<file path="config.mk">
export PLATFORM = sky130hd
export DESIGN_NAME = rsc_reset_source_combiner
export DESIGN_NICKNAME = d
export VERILOG_FILES = /design/src/rsc_pkg.sv /design/src/rsc_reset_source_combiner.sv
export SDC_FILE = /design/constraint.sdc
export NUM_CORES = 1
export LEC_CHECK = 0
export BUFFER_PORTS_ARGS = -buffer_cell sky130_fd_sc_hd__buf_2
export CAP_MARGIN = 20
export CORE_MARGIN = 2
export CORE_UTILIZATION = 60
export CTS_CLUSTER_SIZE = 40
export DETAILED_ROUTE_END_ITERATION = 8
export GPL_ROUTABILITY_DRIVEN = 0
export GPL_TIMING_DRIVEN = 0
export PLACE_DENSITY = 0.85
export SETUP_SLACK_MARGIN = 0.2
export SLEW_MARGIN = 20
export SYNTH_ARGS = -nofsm -noshare
export SYNTH_HDL_FRONTEND = slang
export SYNTH_SLANG_ARGS = --single-unit
</file>
<file path="constraint.sdc">
create_clock -name clk_sys -period 9 [get_ports clk_sys]
set_clock_uncertainty 0.15 [all_clocks]
set_input_delay 1.35 -clock clk_sys [delete_from_list [all_inputs] [get_ports clk_sys]]
set_output_delay 1.35 -clock clk_sys [all_outputs]
set_load 0.1 [all_outputs]
</file>
<file path="src/rsc_pkg.sv">
// reset source combiner package: register map, field positions, delays
// assumes a 40 MHz system clock and an Avalon-MM slave with 32-bit data
//
// What this block does
// any active reset source asserts the single master system reset
// each reset type sets its own cause flag in the status register
// power-on clears all status flags except brown-out and power-on, which set
// software setting a cause flag only stores it, never resets
// bit15 trap conflict, bit14 illegal opcode or uninit register, bit9 mismatch
// bit7 external pin reset, bit6 software reset instruction
// bit4 watchdog timeout; cleared by power-save instruction or power-on
// bit3 set entering sleep, bit2 set entering idle
// bit1 by brown-out and power-on, bit0 power-on only; hardware never clears
// software may set or clear any status flag at any time
// bit5 enables watchdog; ignored, always enabled, when fuse unprogrammed
// bit8 keeps regulator active in sleep when one
// bits 13 to 10 always read zero
// switching on: power-on/brown-out use fuses, others keep current oscillator
// switching off: every reset selects clock from fuses
// reset released only after power-on and power-up timer delays expire
// oscillator and lock waits run alongside reset delay; run needs valid clock
// power-on holds reset for power-on plus start-up plus internal time
// start-up is regulator delay when regulator on, else power-up timer
// brown-out holds start-up plus internal; other resets internal time only
// crystal sources count 1024 oscillator periods; pll sources await lock
// pll and crystal after power-on or brown-out insert monitor delay
// clock monitor starts after its delay; no valid clock selects fast rc; monitor runs only after power-on or brown-out, not on a plain source
// a new reset source restarts delay timers, holding reset asserted; a longer hold already running is kept
package rsc_pkg;
	localparam int CLK_HZ = 40_000_000;
	localparam int POWER_ON_DELAY_US = 10;
	localparam int REGULATOR_DELAY_US = 10;
	localparam int POWER_UP_TIMER_DELAY_MS = 64;
	localparam int INTERNAL_RESET_US = 20;
	localparam int CLOCK_MONITOR_DELAY_US = 100;
	localparam int POWER_ON_CYC = POWER_ON_DELAY_US * (CLK_HZ / 1_000_000);
	localparam int REGULATOR_CYC = REGULATOR_DELAY_US * (CLK_HZ / 1_000_000);
	localparam int POWER_UP_TIMER_CYC =
		POWER_UP_TIMER_DELAY_MS * (CLK_HZ / 1_000);
	localparam int INTERNAL_RESET_CYC = INTERNAL_RESET_US * (CLK_HZ / 1_000_000);
	localparam int CLOCK_MONITOR_CYC =
		CLOCK_MONITOR_DELAY_US * (CLK_HZ / 1_000_000);
	localparam int OSC_STARTUP_PERIODS = 1024;

	localparam logic [3:0] ADDR_STATUS = 4'h0;
	localparam logic [3:0] ADDR_CONTROL = 4'h4;
	localparam logic [3:0] ADDR_CLOCK = 4'h8;

	localparam int BIT_POR = 0;
	localparam int BIT_BOR = 1;
	localparam int BIT_IDLE = 2;
	localparam int BIT_SLEEP = 3;
	localparam int BIT_WATCHDOG_TIMEOUT_FLAG = 4;
	localparam int BIT_SOFT_WATCHDOG_ENABLE = 5;
	localparam int BIT_SWR = 6;
	localparam int BIT_PIN_RESET_FLAG = 7;
	localparam int BIT_VREG = 8;
	localparam int BIT_CM = 9;
	localparam int BIT_IOP = 14;
	localparam int BIT_TRAP = 15;
	localparam logic [15:0] STATUS_IMPL_MASK = 16'hC3FF;
	localparam logic [15:0] STATUS_POR_VALUE = 16'h0003;
	localparam logic [2:0] OSC_FAST_RC = 3'h0;

	typedef struct packed {
		logic powerOn;
		logic brownout;
		logic pin;
		logic softwareInstr;
		logic watchdog;
		logic configMismatch;
		logic trapConflict;
		logic illegalOpcode;
	} rsc_sources_t;

	typedef struct packed {
		logic sleepEntry;
		logic idleEntry;
	} rsc_power_save_t;

	typedef enum logic [1:0] {RSC_SRC_PLAIN, RSC_SRC_PLL, RSC_SRC_XTAL,
		RSC_SRC_XTAL_PLL} rsc_osc_kind_t;
endpackage : rsc_pkg

</file>
<file path="src/rsc_reset_source_combiner.sv">
// reset source combiner: merges sources, records causes, times release
// assumes sources are synchronous pulses or levels on clk_sys; rst_n is
// the bench reset only and acts like a power-on
//
// Chosen here: the address map and the Avalon-MM interface to the registers.
`timescale 1ns/1ps
`default_nettype none
module rsc_reset_source_combiner
	import rsc_pkg::*;
#(
	parameter int POWER_UP_TIMER_CYCLES = POWER_UP_TIMER_CYC,
	parameter int OSC_PERIODS           = OSC_STARTUP_PERIODS
) (
	// clock, reset and the reset sources
	input  wire logic              clk_sys,
	input  wire logic              rst_n,
	input  wire rsc_sources_t      sources,
	input  wire rsc_power_save_t   powerSave,
	// fuses and board straps
	input  wire logic              watchdogFuseEnable,
	input  wire logic              regulatorEnable,
	input  wire logic              clockSwitchEnable,
	input  wire logic [2:0]        oscillatorFuseSelect,
	// oscillator side
	input  wire rsc_osc_kind_t     oscKind,
	input  wire logic              oscPeriodTick,
	input  wire logic              pllLocked,
	input  wire logic              clockValid,
	// register bus
	input  wire logic [3:0]        avs_address,
	input  wire logic              avs_read,
	input  wire logic              avs_write,
	input  wire logic [31:0]       avs_writedata,
	input  wire logic [3:0]        avs_byteenable,
	output logic [31:0]            avs_readdata,
	output logic                   avs_waitrequest,
	// to the cpu and peripherals
	output logic                   masterSystemReset,
	output logic                   clockReleased,
	output logic                   monitorActive,
	output logic [2:0]             currentOscillator,
	output logic                   watchdogEnabled,
	output logic                   regulatorSleepKeep
);

	////////////////////////////////////////////////////////////////////////
	typedef enum logic [1:0] {ST_HOLD, ST_WAIT_CLOCK, ST_MONITOR_DELAY,
		ST_RUN} rsc_state_t;

	// sequencer state and its timers
	rsc_state_t  state;
	logic [31:0] holdCount;
	logic [31:0] monCount;
	logic [10:0] oscCount;
	logic [31:0] startupCycles;
	logic [31:0] next_holdLoad;
	logic        anyReset;
	logic        powerLike;
	logic        lastPowerLike;
	logic        oscReady;

	// status register and its bus path
	logic [15:0] status;
	logic [15:0] next_status;
	logic [15:0] wdata;
	logic [31:0] readMux;
	logic        statusWrite;
	logic        ackPending;

	// last cycle of the monitor delay
	localparam logic [31:0] MON_LAST = 32'(CLOCK_MONITOR_CYC) - 32'h1;

	// rst_n counts as a power-on: fuse clock and the long delay
	assign powerLike = sources.powerOn | sources.brownout | ~rst_n;
	assign anyReset = (|sources) | ~rst_n;

	////////////////////////////////////////////////////////////////////////
	// startup is the regulator delay, or the power-up timer without it;
	// the long timer only matters when the regulator is off
	always_comb begin
		if (regulatorEnable) begin
			startupCycles = 32'(REGULATOR_CYC);
		end else begin
			startupCycles = 32'(POWER_UP_TIMER_CYCLES);
		end
	end

	// power resets add the startup, a true power-on its own delay too
	always_comb begin
		next_holdLoad = 32'(INTERNAL_RESET_CYC);
		if (powerLike) begin
			next_holdLoad = next_holdLoad + startupCycles;
		end

		if (sources.powerOn | ~rst_n) begin
			next_holdLoad = next_holdLoad + 32'(POWER_ON_CYC);
		end
	end

	////////////////////////////////////////////////////////////////////////
	// release sequencer; a fresh source reloads the timer, but a short
	// reset never cuts a longer hold that is already running
	always_ff @(posedge clk_sys) begin
		if (anyReset) begin
			state <= ST_HOLD;
			if (!rst_n || state != ST_HOLD || holdCount < next_holdLoad) begin
				holdCount <= next_holdLoad;
			end
		end else begin
			case (state)
				ST_HOLD: begin
					// the count ends on one so the hold lasts its load
					if (holdCount > 32'h1) begin
						holdCount <= holdCount - 32'h1;
					end else begin
						state <= ST_WAIT_CLOCK;
					end
				end

				ST_WAIT_CLOCK: begin
					if (oscReady) begin
						if (lastPowerLike && oscKind != RSC_SRC_PLAIN) begin
							state <= ST_MONITOR_DELAY;
						end else begin
							state <= ST_RUN;
						end
					end
				end

				ST_MONITOR_DELAY: begin
					if (monCount >= MON_LAST) begin
						state <= ST_RUN;
					end
				end

				ST_RUN: begin
					state <= ST_RUN;
				end

				default: begin
					state <= ST_HOLD;
				end
			endcase
		end
	end

	// counts only inside the monitor delay
	always_ff @(posedge clk_sys) begin
		if (anyReset || state != ST_MONITOR_DELAY) begin
			monCount <= 32'h0;
		end else begin
			monCount <= monCount + 32'h1;
		end
	end

	// remembers whether the last hold came from a power event; only
	// those holds earn the monitor delay
	always_ff @(posedge clk_sys) begin
		if (!rst_n) begin
			lastPowerLike <= 1'b1;
		end else if (anyReset) begin
			lastPowerLike <= powerLike;
		end
	end

	////////////////////////////////////////////////////////////////////////
	// oscillator wait counts during the reset hold, not after it; pin and
	// software resets leave a running oscillator counted as started
	always_ff @(posedge clk_sys) begin
		if (!rst_n || sources.powerOn || sources.brownout) begin
			oscCount <= 11'h0;
		end else if (oscPeriodTick && oscCount < 11'(OSC_PERIODS)) begin
			oscCount <= oscCount + 11'h1;
		end
	end

	// plain sources need no wait at all
	always_comb begin
		case (oscKind)
			RSC_SRC_PLAIN: begin
				oscReady = 1'b1;
			end

			RSC_SRC_PLL: begin
				oscReady = pllLocked;
			end

			RSC_SRC_XTAL: begin
				oscReady = oscCount >= 11'(OSC_PERIODS);
			end

			RSC_SRC_XTAL_PLL: begin
				oscReady = pllLocked && oscCount >= 11'(OSC_PERIODS);
			end

			default: begin
				oscReady = 1'b0;
			end
		endcase
	end

	////////////////////////////////////////////////////////////////////////
	// reset shows in the cycle a source rises, not one edge later
	assign masterSystemReset = (state == ST_HOLD) | anyReset;
	assign clockReleased = (state == ST_RUN)
		|| (state == ST_MONITOR_DELAY);

	// the monitor rests while any reset is held
	assign monitorActive = (state == ST_RUN) && (oscKind != RSC_SRC_PLAIN)
		&& lastPowerLike && !anyReset;

	////////////////////////////////////////////////////////////////////////
	// clock selection: only power resets reload from fuses when switching;
	// the fast rc takes over if the monitored clock dies
	always_ff @(posedge clk_sys) begin
		if (anyReset && (powerLike || !clockSwitchEnable)) begin
			currentOscillator <= oscillatorFuseSelect;
		end else if (state == ST_RUN && monitorActive && !clockValid) begin
			currentOscillator <= OSC_FAST_RC;
		end
	end

	////////////////////////////////////////////////////////////////////////
	// status register; hardware sets win over a software clear
	// bus writes take effect only as the stall lifts
	assign statusWrite = avs_write && !avs_waitrequest
		&& avs_address == ADDR_STATUS;

	// byte lanes merge over the stored value
	always_comb begin
		wdata = status;
		if (avs_byteenable[0]) begin
			wdata[7:0] = avs_writedata[7:0];
		end

		if (avs_byteenable[1]) begin
			wdata[15:8] = avs_writedata[15:8];
		end
	end

	// software lands first, so an event in the same cycle keeps its flag
	always_comb begin
		next_status = status;
		if (statusWrite) begin
			next_status = wdata & STATUS_IMPL_MASK;
		end

		if (powerSave.sleepEntry || powerSave.idleEntry) begin
			next_status[BIT_WATCHDOG_TIMEOUT_FLAG] = 1'b0;
		end

		// hardware sets
		if (sources.brownout) begin
			next_status[BIT_BOR] = 1'b1;
		end

		if (sources.pin) begin
			next_status[BIT_PIN_RESET_FLAG] = 1'b1;
		end

		if (sources.softwareInstr) begin
			next_status[BIT_SWR] = 1'b1;
		end

		if (sources.watchdog) begin
			next_status[BIT_WATCHDOG_TIMEOUT_FLAG] = 1'b1;
		end

		if (sources.configMismatch) begin
			next_status[BIT_CM] = 1'b1;
		end

		if (sources.trapConflict) begin
			next_status[BIT_TRAP] = 1'b1;
		end

		if (sources.illegalOpcode) begin
			next_status[BIT_IOP] = 1'b1;
		end

		// power-save entries
		if (powerSave.sleepEntry) begin
			next_status[BIT_SLEEP] = 1'b1;
		end

		if (powerSave.idleEntry) begin
			next_status[BIT_IDLE] = 1'b1;
		end
	end

	// power-on wins over everything
	always_ff @(posedge clk_sys) begin
		if (!rst_n || sources.powerOn) begin
			status <= STATUS_POR_VALUE;
		end else begin
			status <= next_status;
		end
	end

	// fuse unprogrammed forces the watchdog on
	assign watchdogEnabled = watchdogFuseEnable | status[BIT_SOFT_WATCHDOG_ENABLE];
	assign regulatorSleepKeep = status[BIT_VREG];

	////////////////////////////////////////////////////////////////////////
	// avalon slave: one wait state on every access; readback is built in
	// the first cycle so it stands registered when the stall lifts
	always_ff @(posedge clk_sys) begin
		if (!rst_n) begin
			ackPending <= 1'b0;
		end else begin
			ackPending <= (avs_read | avs_write) & ~ackPending;
		end
	end
	// combinational so the stall shows in the request's own cycle
	assign avs_waitrequest = (avs_read | avs_write) & ~ackPending;

	always_comb begin
		case (avs_address)
			ADDR_STATUS: begin
				readMux = {16'h0, status & STATUS_IMPL_MASK};
			end

			ADDR_CONTROL: begin
				readMux = {28'h0, lastPowerLike, watchdogEnabled,
					monitorActive, clockReleased};
			end

			ADDR_CLOCK: begin
				readMux = {16'h0, 1'b0, currentOscillator, 12'h0};
			end

			default: begin
				readMux = 32'h0;
			end
		endcase
	end

	// holds until the next read
	always_ff @(posedge clk_sys) begin
		if (!rst_n) begin
			avs_readdata <= 32'h0;
		end else if (avs_read && !ackPending) begin
			avs_readdata <= readMux;
		end
	end

endmodule : rsc_reset_source_combiner
`default_nettype wire

</file>
**Word level (Yosys, flattened, before mapping)**

Index checks and enable logic that the tools add are counted.
Widths: inputs -> output; s select.

- Output and inout bits: 41
- Bits of input ports: 65
- Word-level logic and storage cells: 144
- Bits in latches: 0
- Memory bits (read-only): 0
- Memory bits (writable): 0
- Flip-flop bits (word level): 126
- Memories kept: 0

- Reduce and logical (&&, ||, !) cells: 64
- Mux-type cells: 28
- Eq/ne operators: 13
- Multipliers: 0
- Div/mod/pow operators: 0
- Add/sub/neg operators: 5
- Bitwise gates (word level): 10
- Magnitude comparators: 5
- Shift operators: 0

Operators by type and width:

| cell | count |
|---|---|
| $mux 32 | 6 |
| $pmux 16 s3 | 1 |
| $reduce_bool 2->1 | 19 |
| $add 10x32->32 const A | 1 |
| $add 32x1->32 const B | 1 |
| $add 32x9->32 const B | 1 |
| $ge 32x12->1 const B | 1 |
| $gt 32x1->1 const B | 1 |
| $lt 32x32->1 | 1 |
| $sub 32x1->32 const B | 1 |
| $mux 22 | 1 |
| $reduce_and 2->1 | 10 |
| $mux 16 | 1 |
| $mux 8 | 2 |
| $logic_and 1x1->1 | 12 |
| $add 11x1->11 const B | 1 |
| $ge 11x11->1 const B | 1 |
| $lt 11x11->1 const B | 1 |
| $mux 1 | 10 |
| $eq 2x2->1 const B | 4 |
| $logic_or 1x1->1 | 8 |
| $ne 2x2->1 const B | 4 |
| $pmux 2 s4 | 1 |
| $reduce_or 8->1 | 1 |
| 16 further kinds | 35 |

**Logic depth before layout (Yosys ltp)**

Gate-level depths: netlist of the first run.

- Word-level depth: 9
- Mapped depth: 13
- Depth with buffers taken out: 13

**Least setup slack after synthesis of the first run**

Ideal clock, no wire load.

- Path type: input-to-reg
- Start point: in rst_n
- End point: reg holdCount[0], enable pin
- Cell stages on the path: 12
- Data required time: 8.414 ns
- Arrival: 4.574 ns
- Library setup time: 0.436 ns
- Path slack: 3.841 ns
- Path buffers: 1
- Cell sequence: inv_2 -> nor2_2 -> inv_1 -> nor2_1 -> or2_2 -> clkbuf_1 -> ha_1 -> a21oi_1 -> o21ai_0 -> nor3_1 -> nand3_1 -> a22oi_1

- Longest elaborated chain between the ends: 9
- Elaborated cells on any way between the ends: 15
- Classes of those cells: add/sub (1); order compare (1); eq/ne (1); mux (2); bitwise (4); reduce/logical (6)

RTL lines:

| item | RTL line | text |
|---|---|---|
| start, declared | rsc_reset_source_combiner.sv:16 | `input wire logic rst_n,` |
| $not 1->1 | rsc_reset_source_combiner.sv:74, rsc_reset_source_combiner.sv:75, rsc_reset_source_combiner.sv:95 |  |
| $or 1x1->1 | rsc_reset_source_combiner.sv:74 | `assign powerLike = sources.powerOn \| sources.brownout \| ~rst_n;` |
| $mux 32 | rsc_reset_source_combiner.sv:91 | `if (powerLike) begin` |
| $add 32x9->32 | rsc_reset_source_combiner.sv:96 | `next_holdLoad = next_holdLoad + 32'(POWER_ON_CYC);` |
| $mux 32 | rsc_reset_source_combiner.sv:95 | `if (sources.powerOn \| ~rst_n) begin` |
| $lt 32x32->1 | rsc_reset_source_combiner.sv:106 | `if (!rst_n \|\| state != ST_HOLD \|\| holdCount < next_holdLoad) begin` |
| $logic_or 1x1->1 | rsc_reset_source_combiner.sv:106 |  |
| $ne 2x1->1 (no source line) | -- |  |
| $reduce_and 3->1 (no source line) (*) | -- |  |
| end signal, assigned | rsc_reset_source_combiner.sv:107 | `holdCount <= next_holdLoad;` |
| end signal, assigned | rsc_reset_source_combiner.sv:114 | `holdCount <= holdCount - 32'h1;` |
| end, declared | rsc_reset_source_combiner.sv:52 | `logic [31:0] holdCount;` |

Mark *: on every way between the ends. The rest lies on a longest branch, timed or not.
A chain may end at the register's enable or synchronous reset.

**Final worst setup path of the first run**

- Start point: in sources[3] in the netlist's numbering
- End point: out masterSystemReset

- Longest elaborated chain between the ends: 3

RTL lines:

| item | RTL line | text |
|---|---|---|
| start, declared | rsc_reset_source_combiner.sv:17 | `input wire rsc_sources_t sources,` |
| $reduce_or 8->1 | rsc_reset_source_combiner.sv:75 | `assign anyReset = (\|sources) \| ~rst_n;` |
| $or 1x1->1 | rsc_reset_source_combiner.sv:75 |  |
| $or 1x1->1 | rsc_reset_source_combiner.sv:204 | `assign masterSystemReset = (state == ST_HOLD) \| anyReset;` |
| end, declared | rsc_reset_source_combiner.sv:38 | `output logic masterSystemReset,` |

Every way passes these cells.

==> run summary, run 1 <==
Slew Limit Fails - 0
ys async rst share - 0
Yosys cell types - 55
# port buffers - 64
# hold bufs at CTS - 0
outcome - complete, no violations
flop2flop setup slack - 5970 ps
Ys Warns - 0
Mapped Avg Cell Area - 9.36 sq um
final worst path period share - 0.533
Seq/Total Area, Yosys - 0.449
critical path class - in2out
Max Freq - 208 MHz
worst-path maximum fanout - 10
Placement Rows - 35
Core Box Area - 9150 sq um
CP arrival - 3300 ps
Routed WL per cell - 15.8 um
Initial DRT Pass Iterations - 5
Sequential Area - 2510 sq um
setup TNS - 0 ps
Tot Pwr - 0.000970 W
Slew @ Worst Pin - 951 ps
FF-to-FF Start - holdCount[15]
cells after synthesis - 597
Initial DRC Count - 317
# diodes - 0
Post-Syn Area - 5590 sq um
element type at the critical path end - output pin
post-CTS setup buffers - 0
Worst-Skew Late Latency - 380 ps
GRT Residual Overflow - 0
hold endpoint - lastPowerLike
CTS tree - done
drt total wl - 12700 um
clk sinks - 108
Internal - 0.000686 W
crit path launch - sources[3]
Final Hold Vio Count - 0
CTS max path bufs - 2
Sequential Power Share - 0.544
max_slew headroom - 0.361
IO Pins - 106
first-pass GRT wire length - 20700 um
Initial Util - 0.611
WP data required - 7500 ps
Clk pwr share - 0.325
reg-to-reg critical path endpoint - holdCount[5]
worst hold slack - 328 ps
Multi-input gate area - 2850 sq um
power density cells - 153 nW/um^2
EDFF count, synth - 35
Die Y - 101 um
depth of the most critical reg-to-reg path - 5
Leak - 2.53 nW
nets@finish - 773
final period demand of the worst path - 4800 ps
worst hold path type - reg2reg
area overhead of the layout relative to synthesis - 13.7%
initial antenna violation count - 0
combinational power share - 0.130
startpoint types - primary input
DIE WIDTH - 101 um
hold_sp - lastPowerLike
root buffer cell - clkbuf_8
Worst-path clk slew - 100 ps
GRT Total Usage - 0.256
die area - 10100 sq um
largest net degree at the start of global routing - 21
Final HPWL DP - 9330 um
CTS Buf Count - 9
Max VDD drop - 0.106 mV
H-tree levels - 3
vias in the first global route - 4442
RSZ-0062 raised after global routing - false
post-cts repair resize count - 0
switch share - 0.292
Vias/cell - 5.72
via count - 4616
worst hold path depth - 2
Psw - 0.000283 W
max cap viols - 0
Main synth FF type - dfxtp_1
Routed Antenna Nets - 0
layout cells sized above 1 - 0.185
final setup violation count - 0
#FFs+latches synth - 108
DRC viols - 0
Fillers - 694
[flip-flops by register name, indices dropped and copies added, names as in the netlist]
register	count
status	12
avs_readdata	14
oscCount	11
currentOscillator	3
monCount	32
holdCount	32
ackPending	1
lastPowerLike	1
state	2
[cells in the final DEF (no fill, tap or decap), types with 10 or more instances in the layout]
cell type,instances
a21oi_1,28
buf_2,64
buf_4,21
clkbuf_1,11
conb_1,19
dfxtp_1,73
edfxtp_1,35
ha_1,17
inv_1,18
mux2i_1,17
nand2_1,30
nand3_1,25
nand4_1,18
nor2_1,100
nor3_1,19
nor4_1,12
o21ai_0,16
or3_1,10
xnor2_1,28
xor2_1,32
[Yosys cell counts (all sizes together), types with 2 or more instances]
cell type	n	area (sq um)
a22oi	8	60.1
nor2b	9	56.3
nand2b	7	43.8
a31oi	3	18.8
o21ai	18	93.8
edfxtp	35	1050
xnor2	28	245
conb	2	7.51
xor2	32	280
nand4	21	159
buf	23	180
or4	3	26.3
nand3	25	125
nor3	22	125
or2	4	25.0
inv	19	71.3
or3	10	62.6
and2	2	12.5
ha	17	213
dfxtp	73	1460
and4	4	35.0
nand3b	2	15.0
o31ai	3	22.5
nand2	31	119
and3	7	43.8
nor2	101	382
mux2i	17	170
clkbuf	12	46.3
a21oi	28	140
nor4	19	198
[layout make-up]
type,count,area share
multi-input cells,452,0.448
flip-flops and latches,108,0.395
repair buffers,66,0.0539
plain buffers,35,0.0356
well taps,111,0.0219
clock buffers,9,0.0195
clock inverters,7,0.0144
inverters,19,0.0112
[critical path, cell delays in order]
cell and delay (ps):
buf_2 110, or4_4 520, nor3_2 280, and2_1 180, buf_4 170, buf_4 200, o21ai_0 150, buf_2 330
[stage by stage]
step	setup WS (ps)	utilization	area [sq um]	instances
detailed placement	4180	0.671	6140	791
CTS	4220	0.694	6360	807
floorplan	3840	-	5650	614
global placement	2620	0.668	6110	789
finish	4200	0.694	6360	807
global route	4150	0.694	6360	807
[worst max-delay path by stage]
stage	end	slack [ps]	cells past startpoint
2_1_floorplan	holdCount[0]	3840	12
3_3_place_gp	holdCount[6]	2620	13
3_5_place_dp	holdCount[15]	4180	14
4_1_cts	masterSystemReset	4220	8
5_1_grt	masterSystemReset	4150	10
6_report	masterSystemReset	4200	8
[power groups by stage]
stage	Combinational (W)	Clock (W)	Sequential, W
finish	0.000126	0.000316	0.000528
global route	0.000134	0.000338	0.000530
CTS	0.000125	0.000319	0.000528
detailed placement	0.000123	0	0.000539
global placement	0.000119	0	0.000538
floorplan	0.0000860	0	0.000547
[routing by layer]
layer | vias to the layer above | GRT usage | share of wire
li1 | 2258 | - | -
met1 | 2203 | 0.340 | 0.43
met2 | 131 | 0.433 | 0.51
met3 | 24 | 0.0430 | 0.041
met4 | 0 | 0.0748 | 0.015
met5 | - | 0 | 0
[kinds of logic after synthesis]
family	Yosys count	synth area share
AO/OA/AOI/OAI	70	0.0752
XOR/XNOR	60	0.0940
adder cells (fa/ha/maj)	17	0.0380
buffers and inverters	54	0.0533
flip-flops	108	0.449
multiplexers	17	0.0304
other	2	0.00134
AND/OR/NAND/NOR	269	0.258
(Power assumes the default switching activity.)
==> run 2, diff against run 1 <==
--- a/config.mk
+++ b/config.mk
@@ -5,15 +5,16 @@
 export SDC_FILE = /design/constraint.sdc
 export NUM_CORES = 1
 export LEC_CHECK = 0
+export ABC_AREA = 1
 export BUFFER_PORTS_ARGS = -buffer_cell sky130_fd_sc_hd__buf_2
 export CAP_MARGIN = 20
 export CORE_MARGIN = 2
-export CORE_UTILIZATION = 60
+export CORE_UTILIZATION = 51
 export CTS_CLUSTER_SIZE = 40
 export DETAILED_ROUTE_END_ITERATION = 8
 export GPL_ROUTABILITY_DRIVEN = 0
 export GPL_TIMING_DRIVEN = 0
-export PLACE_DENSITY = 0.85
+export PLACE_DENSITY = 0.77
 export SETUP_SLACK_MARGIN = 0.2
 export SLEW_MARGIN = 20
 export SYNTH_ARGS = -nofsm -noshare
==> constraint.sdc (replaced) <==
create_clock -name clk_sys -period 4.4 [get_ports clk_sys]
set_clock_uncertainty 0.15 [all_clocks]
set_input_delay 0.66 -clock clk_sys [delete_from_list [all_inputs] [get_ports clk_sys]]
set_output_delay 0.66 -clock clk_sys [all_outputs]
set_load 0.1 [all_outputs]
==> run summary, run 2 <==
Final Hold Vio Count - 0 (unchanged)
Leak - 2.94 nW (was 2.53 nW)
Tot Pwr - 0.00223 W (was 0.000970 W)
WP data required - 4310 ps (was 7500 ps)
CTS tree - done (unchanged)
Sequential Area - 2510 sq um (unchanged)
# hold bufs at CTS - 0 (unchanged)
DRC viols - 0 (unchanged)
largest net degree at the start of global routing - 21 (unchanged)
layout cells sized above 1 - 0.150 (was 0.185)
GRT Total Usage - 0.220 (was 0.256)
Yosys cell types - 49 (was 55)
Max VDD drop - 0.300 mV (was 0.106 mV)
ys async rst share - 0 (unchanged)
Synth area leader - dfxtp_1 (unchanged)
CP dominant cell by count - nand2_1
number of cells after detailed placement - 1054 (was 791)
critical path class - in2reg (was in2out)
CTS max path bufs - 2 (unchanged)
count leader, synth - nand2_1 (was nor2_1)
vias in the first global route - 5127 (was 4442)
DIE WIDTH - 113 um (was 101 um)
post-synth top area share - 0.242 (was 0.261)
via count - 5493 (was 4616)
root buffer cell - clkbuf_16 (was clkbuf_8)
Core Box Area - 11500 sq um (was 9150 sq um)
EDFF count, synth - 35 (unchanged)
Synth area leaders - dfxtp_1 24%, edfxtp_1 17%, nand2_1 11% (was dfxtp_1 26%, edfxtp_1 19%, nor2_1 6.7%)
nets@finish - 1004 (was 773)
CTS Buf Count - 9 (unchanged)
Die Y - 113 um (was 101 um)
max_slew headroom - 0.611 (was 0.361)
H-tree levels - 3 (unchanged)
# diodes - 0 (unchanged)
cells after synthesis - 829 (was 597)
Final HPWL DP - 10300 um (was 9330 um)
cell family with most CP delay - buffers and inverters (was simple AND/OR/NAND/NOR gates)
most common cell after layout, fill and taps aside - nand2_1 (was nor2_1)
Placement Rows - 39 (was 35)
Routed Antenna Nets - 0 (unchanged)
post-CTS setup buffers - 0 (unchanged)
Placed Area - 6640 sq um (was 6140 sq um)
Max Freq - 280 MHz
final period demand of the worst path - 3570 ps
Mapped Avg Cell Area - 7.28 sq um (was 9.36 sq um)
Buf/Inv on CP - 5 (was 4)
worst-path maximum fanout - 20 (was 10)
IO Pins - 106 (unchanged)
Vias/cell - 5.13 (was 5.72)
post-cts repair resize count - 0 (unchanged)
Worst-Skew Late Latency - 360 ps (was 380 ps)
Routed WL per cell - 12.8 um (was 15.8 um)
worst hold path type - reg2reg (unchanged)
max cap viols - 0 (unchanged)
Main synth FF type - dfxtp_1 (unchanged)
CP peak stage delay - 510 ps (was 520 ps)
Slew Limit Fails - 0 (unchanged)
flop2flop setup slack - 1770 ps (was 5970 ps)
RSZ-0062 raised after global routing - false (unchanged)
Initial Util - 0.526 (was 0.611)
final worst path period share - 0.811
die area - 12700 sq um (was 10100 sq um)
CP arrival - 3480 ps (was 3300 ps)
slowest cell on the critical path - a21boi_4 (was or4_4)
Fillers - 1045 (was 694)
final setup violation count - 0 (unchanged)
Slew @ Worst Pin - 582 ps (was 951 ps)
worst hold slack - 313 ps (was 328 ps)
worst-path cell chain - buf_4 -> inv_4 -> nor2_8 -> nand2_4 -> clkinv_1 -> nor2_1 -> ha_1 -> inv_1 -> ha_1 -> a21oi_1 -> nand2_1 -> nand2_1 -> nand2_1 -> nand2_1 -> nand2_1 -> a21boi_4 -> buf_16 (was buf_2 -> or4_4 -> nor3_2 -> and2_1 -> buf_4 -> buf_4 -> o21ai_0 -> buf_2)
Seq/Total Area, Yosys - 0.416 (was 0.449)
most frequent cells in the layout - 177 x nand2_1, 132 x nor2_1, 106 x inv_1 (was 100 x nor2_1, 73 x dfxtp_1, 64 x buf_2)
top flop regs - holdCount: 32 flops, monCount: 32 flops, avs_readdata: 14 flops (unchanged)
# port buffers - 64 (unchanged)
outcome - complete, no violations (unchanged)
#FFs+latches synth - 108 (unchanged)
fin cells - 1070 (was 807)
Post-Syn Area - 6040 sq um (was 5590 sq um)
initial antenna violation count - 0 (unchanged)
Multi-input gate area - 2970 sq um (was 2850 sq um)
power density cells - 322 nW/um^2 (was 153 nW/um^2)
drt total wl - 13700 um (was 12700 um)
first-pass GRT wire length - 22900 um (was 20700 um)
startpoint types - primary input (unchanged)
area overhead of the layout relative to synthesis - 14.9% (was 13.7%)
Ys Warns - 0 (unchanged)
Initial DRT Pass Iterations - 5 (unchanged)
synth cell count leaders - 177 x nand2_1, 132 x nor2_1, 106 x inv_1 (was 100 x nor2_1, 73 x dfxtp_1, 35 x edfxtp_1)
element type at the critical path end - flop (was output pin)
Initial DRC Count - 361 (was 317)
Worst-path clk slew - 70 ps (was 100 ps)
design area - 6940 sq um (was 6360 sq um)
GRT Residual Overflow - 0 (unchanged)
clk sinks - 108 (unchanged)
## run 2: layout make-up
type,count,area share
clock inverters,6,0.0101
flip-flops and latches,108,0.362
inverters,111,0.0604
plain buffers,29,0.0308
multi-input cells,598,0.428
clock buffers,10,0.0330
well taps,143,0.0258
repair buffers,65,0.0501
## run 2: worst reg2reg max path, stage by stage, from the launching register on
cell      delay, ps
edfxtp_1        420
inv_1            80
ha_1            230
nand2_1         170
nor2_4          110
nor2_1          190
o21bai_1        150
nand2_1          80
a21boi_4        510
buf_16          240
## run 2: worst paths after layout
check	startpoint	end	cells after the start
max reg2reg	holdCount[0]	holdCount[26]	9
min	oscCount[2]	oscCount[2]	2
min reg2reg	oscCount[2]	oscCount[2]	2
max	rst_n	holdCount[26]	17
## run 2: metal layers
layer  track usage  vias to the layer above  part of all wire
li1              -                     2869                 -
met1         0.275                     2482              0.45
met2         0.378                      122              0.48
met3        0.0461                       20             0.045
met4        0.0764                        0             0.019
met5             0                        -                 0
## run 2: logic make-up after synthesis
logic type               after synthesis  synth area share
multiplexers                           1           0.00166
AND/OR/NAND/NOR                      410             0.301
other                                  2           0.00124
adder cells (fa/ha/maj)               17            0.0352
XOR/XNOR                               5           0.00726
AO/OA/AOI/OAI                        146             0.132
buffers and inverters                140             0.105
flip-flops                           108             0.416
## run 2: per-stage QoR
step / TNS [ps] / util / setup slack, ps
after floorplan: 0 / - / 598
after global placement: -10380 / 0.576 / -326
after detailed placement: 0 / 0.579 / 417
after CTS: 0 / 0.605 / 805
after global routing: 0 / 0.605 / 576
final: 0 / 0.605 / 832
## run 2: where the power goes
| part | internal (W) | total, W | leakage (nW) | switching (W) |
|---|---|---|---|---|
| sequential | 0.00106 | 0.00108 | 0.947 | 0.0000249 |
| combinational | 0.0000773 | 0.000317 | 1.85 | 0.000239 |
| clock | 0.000447 | 0.000831 | 0.147 | 0.000384 |
| total | 0.00158 | 0.00223 | 2.94 | 0.000648 |
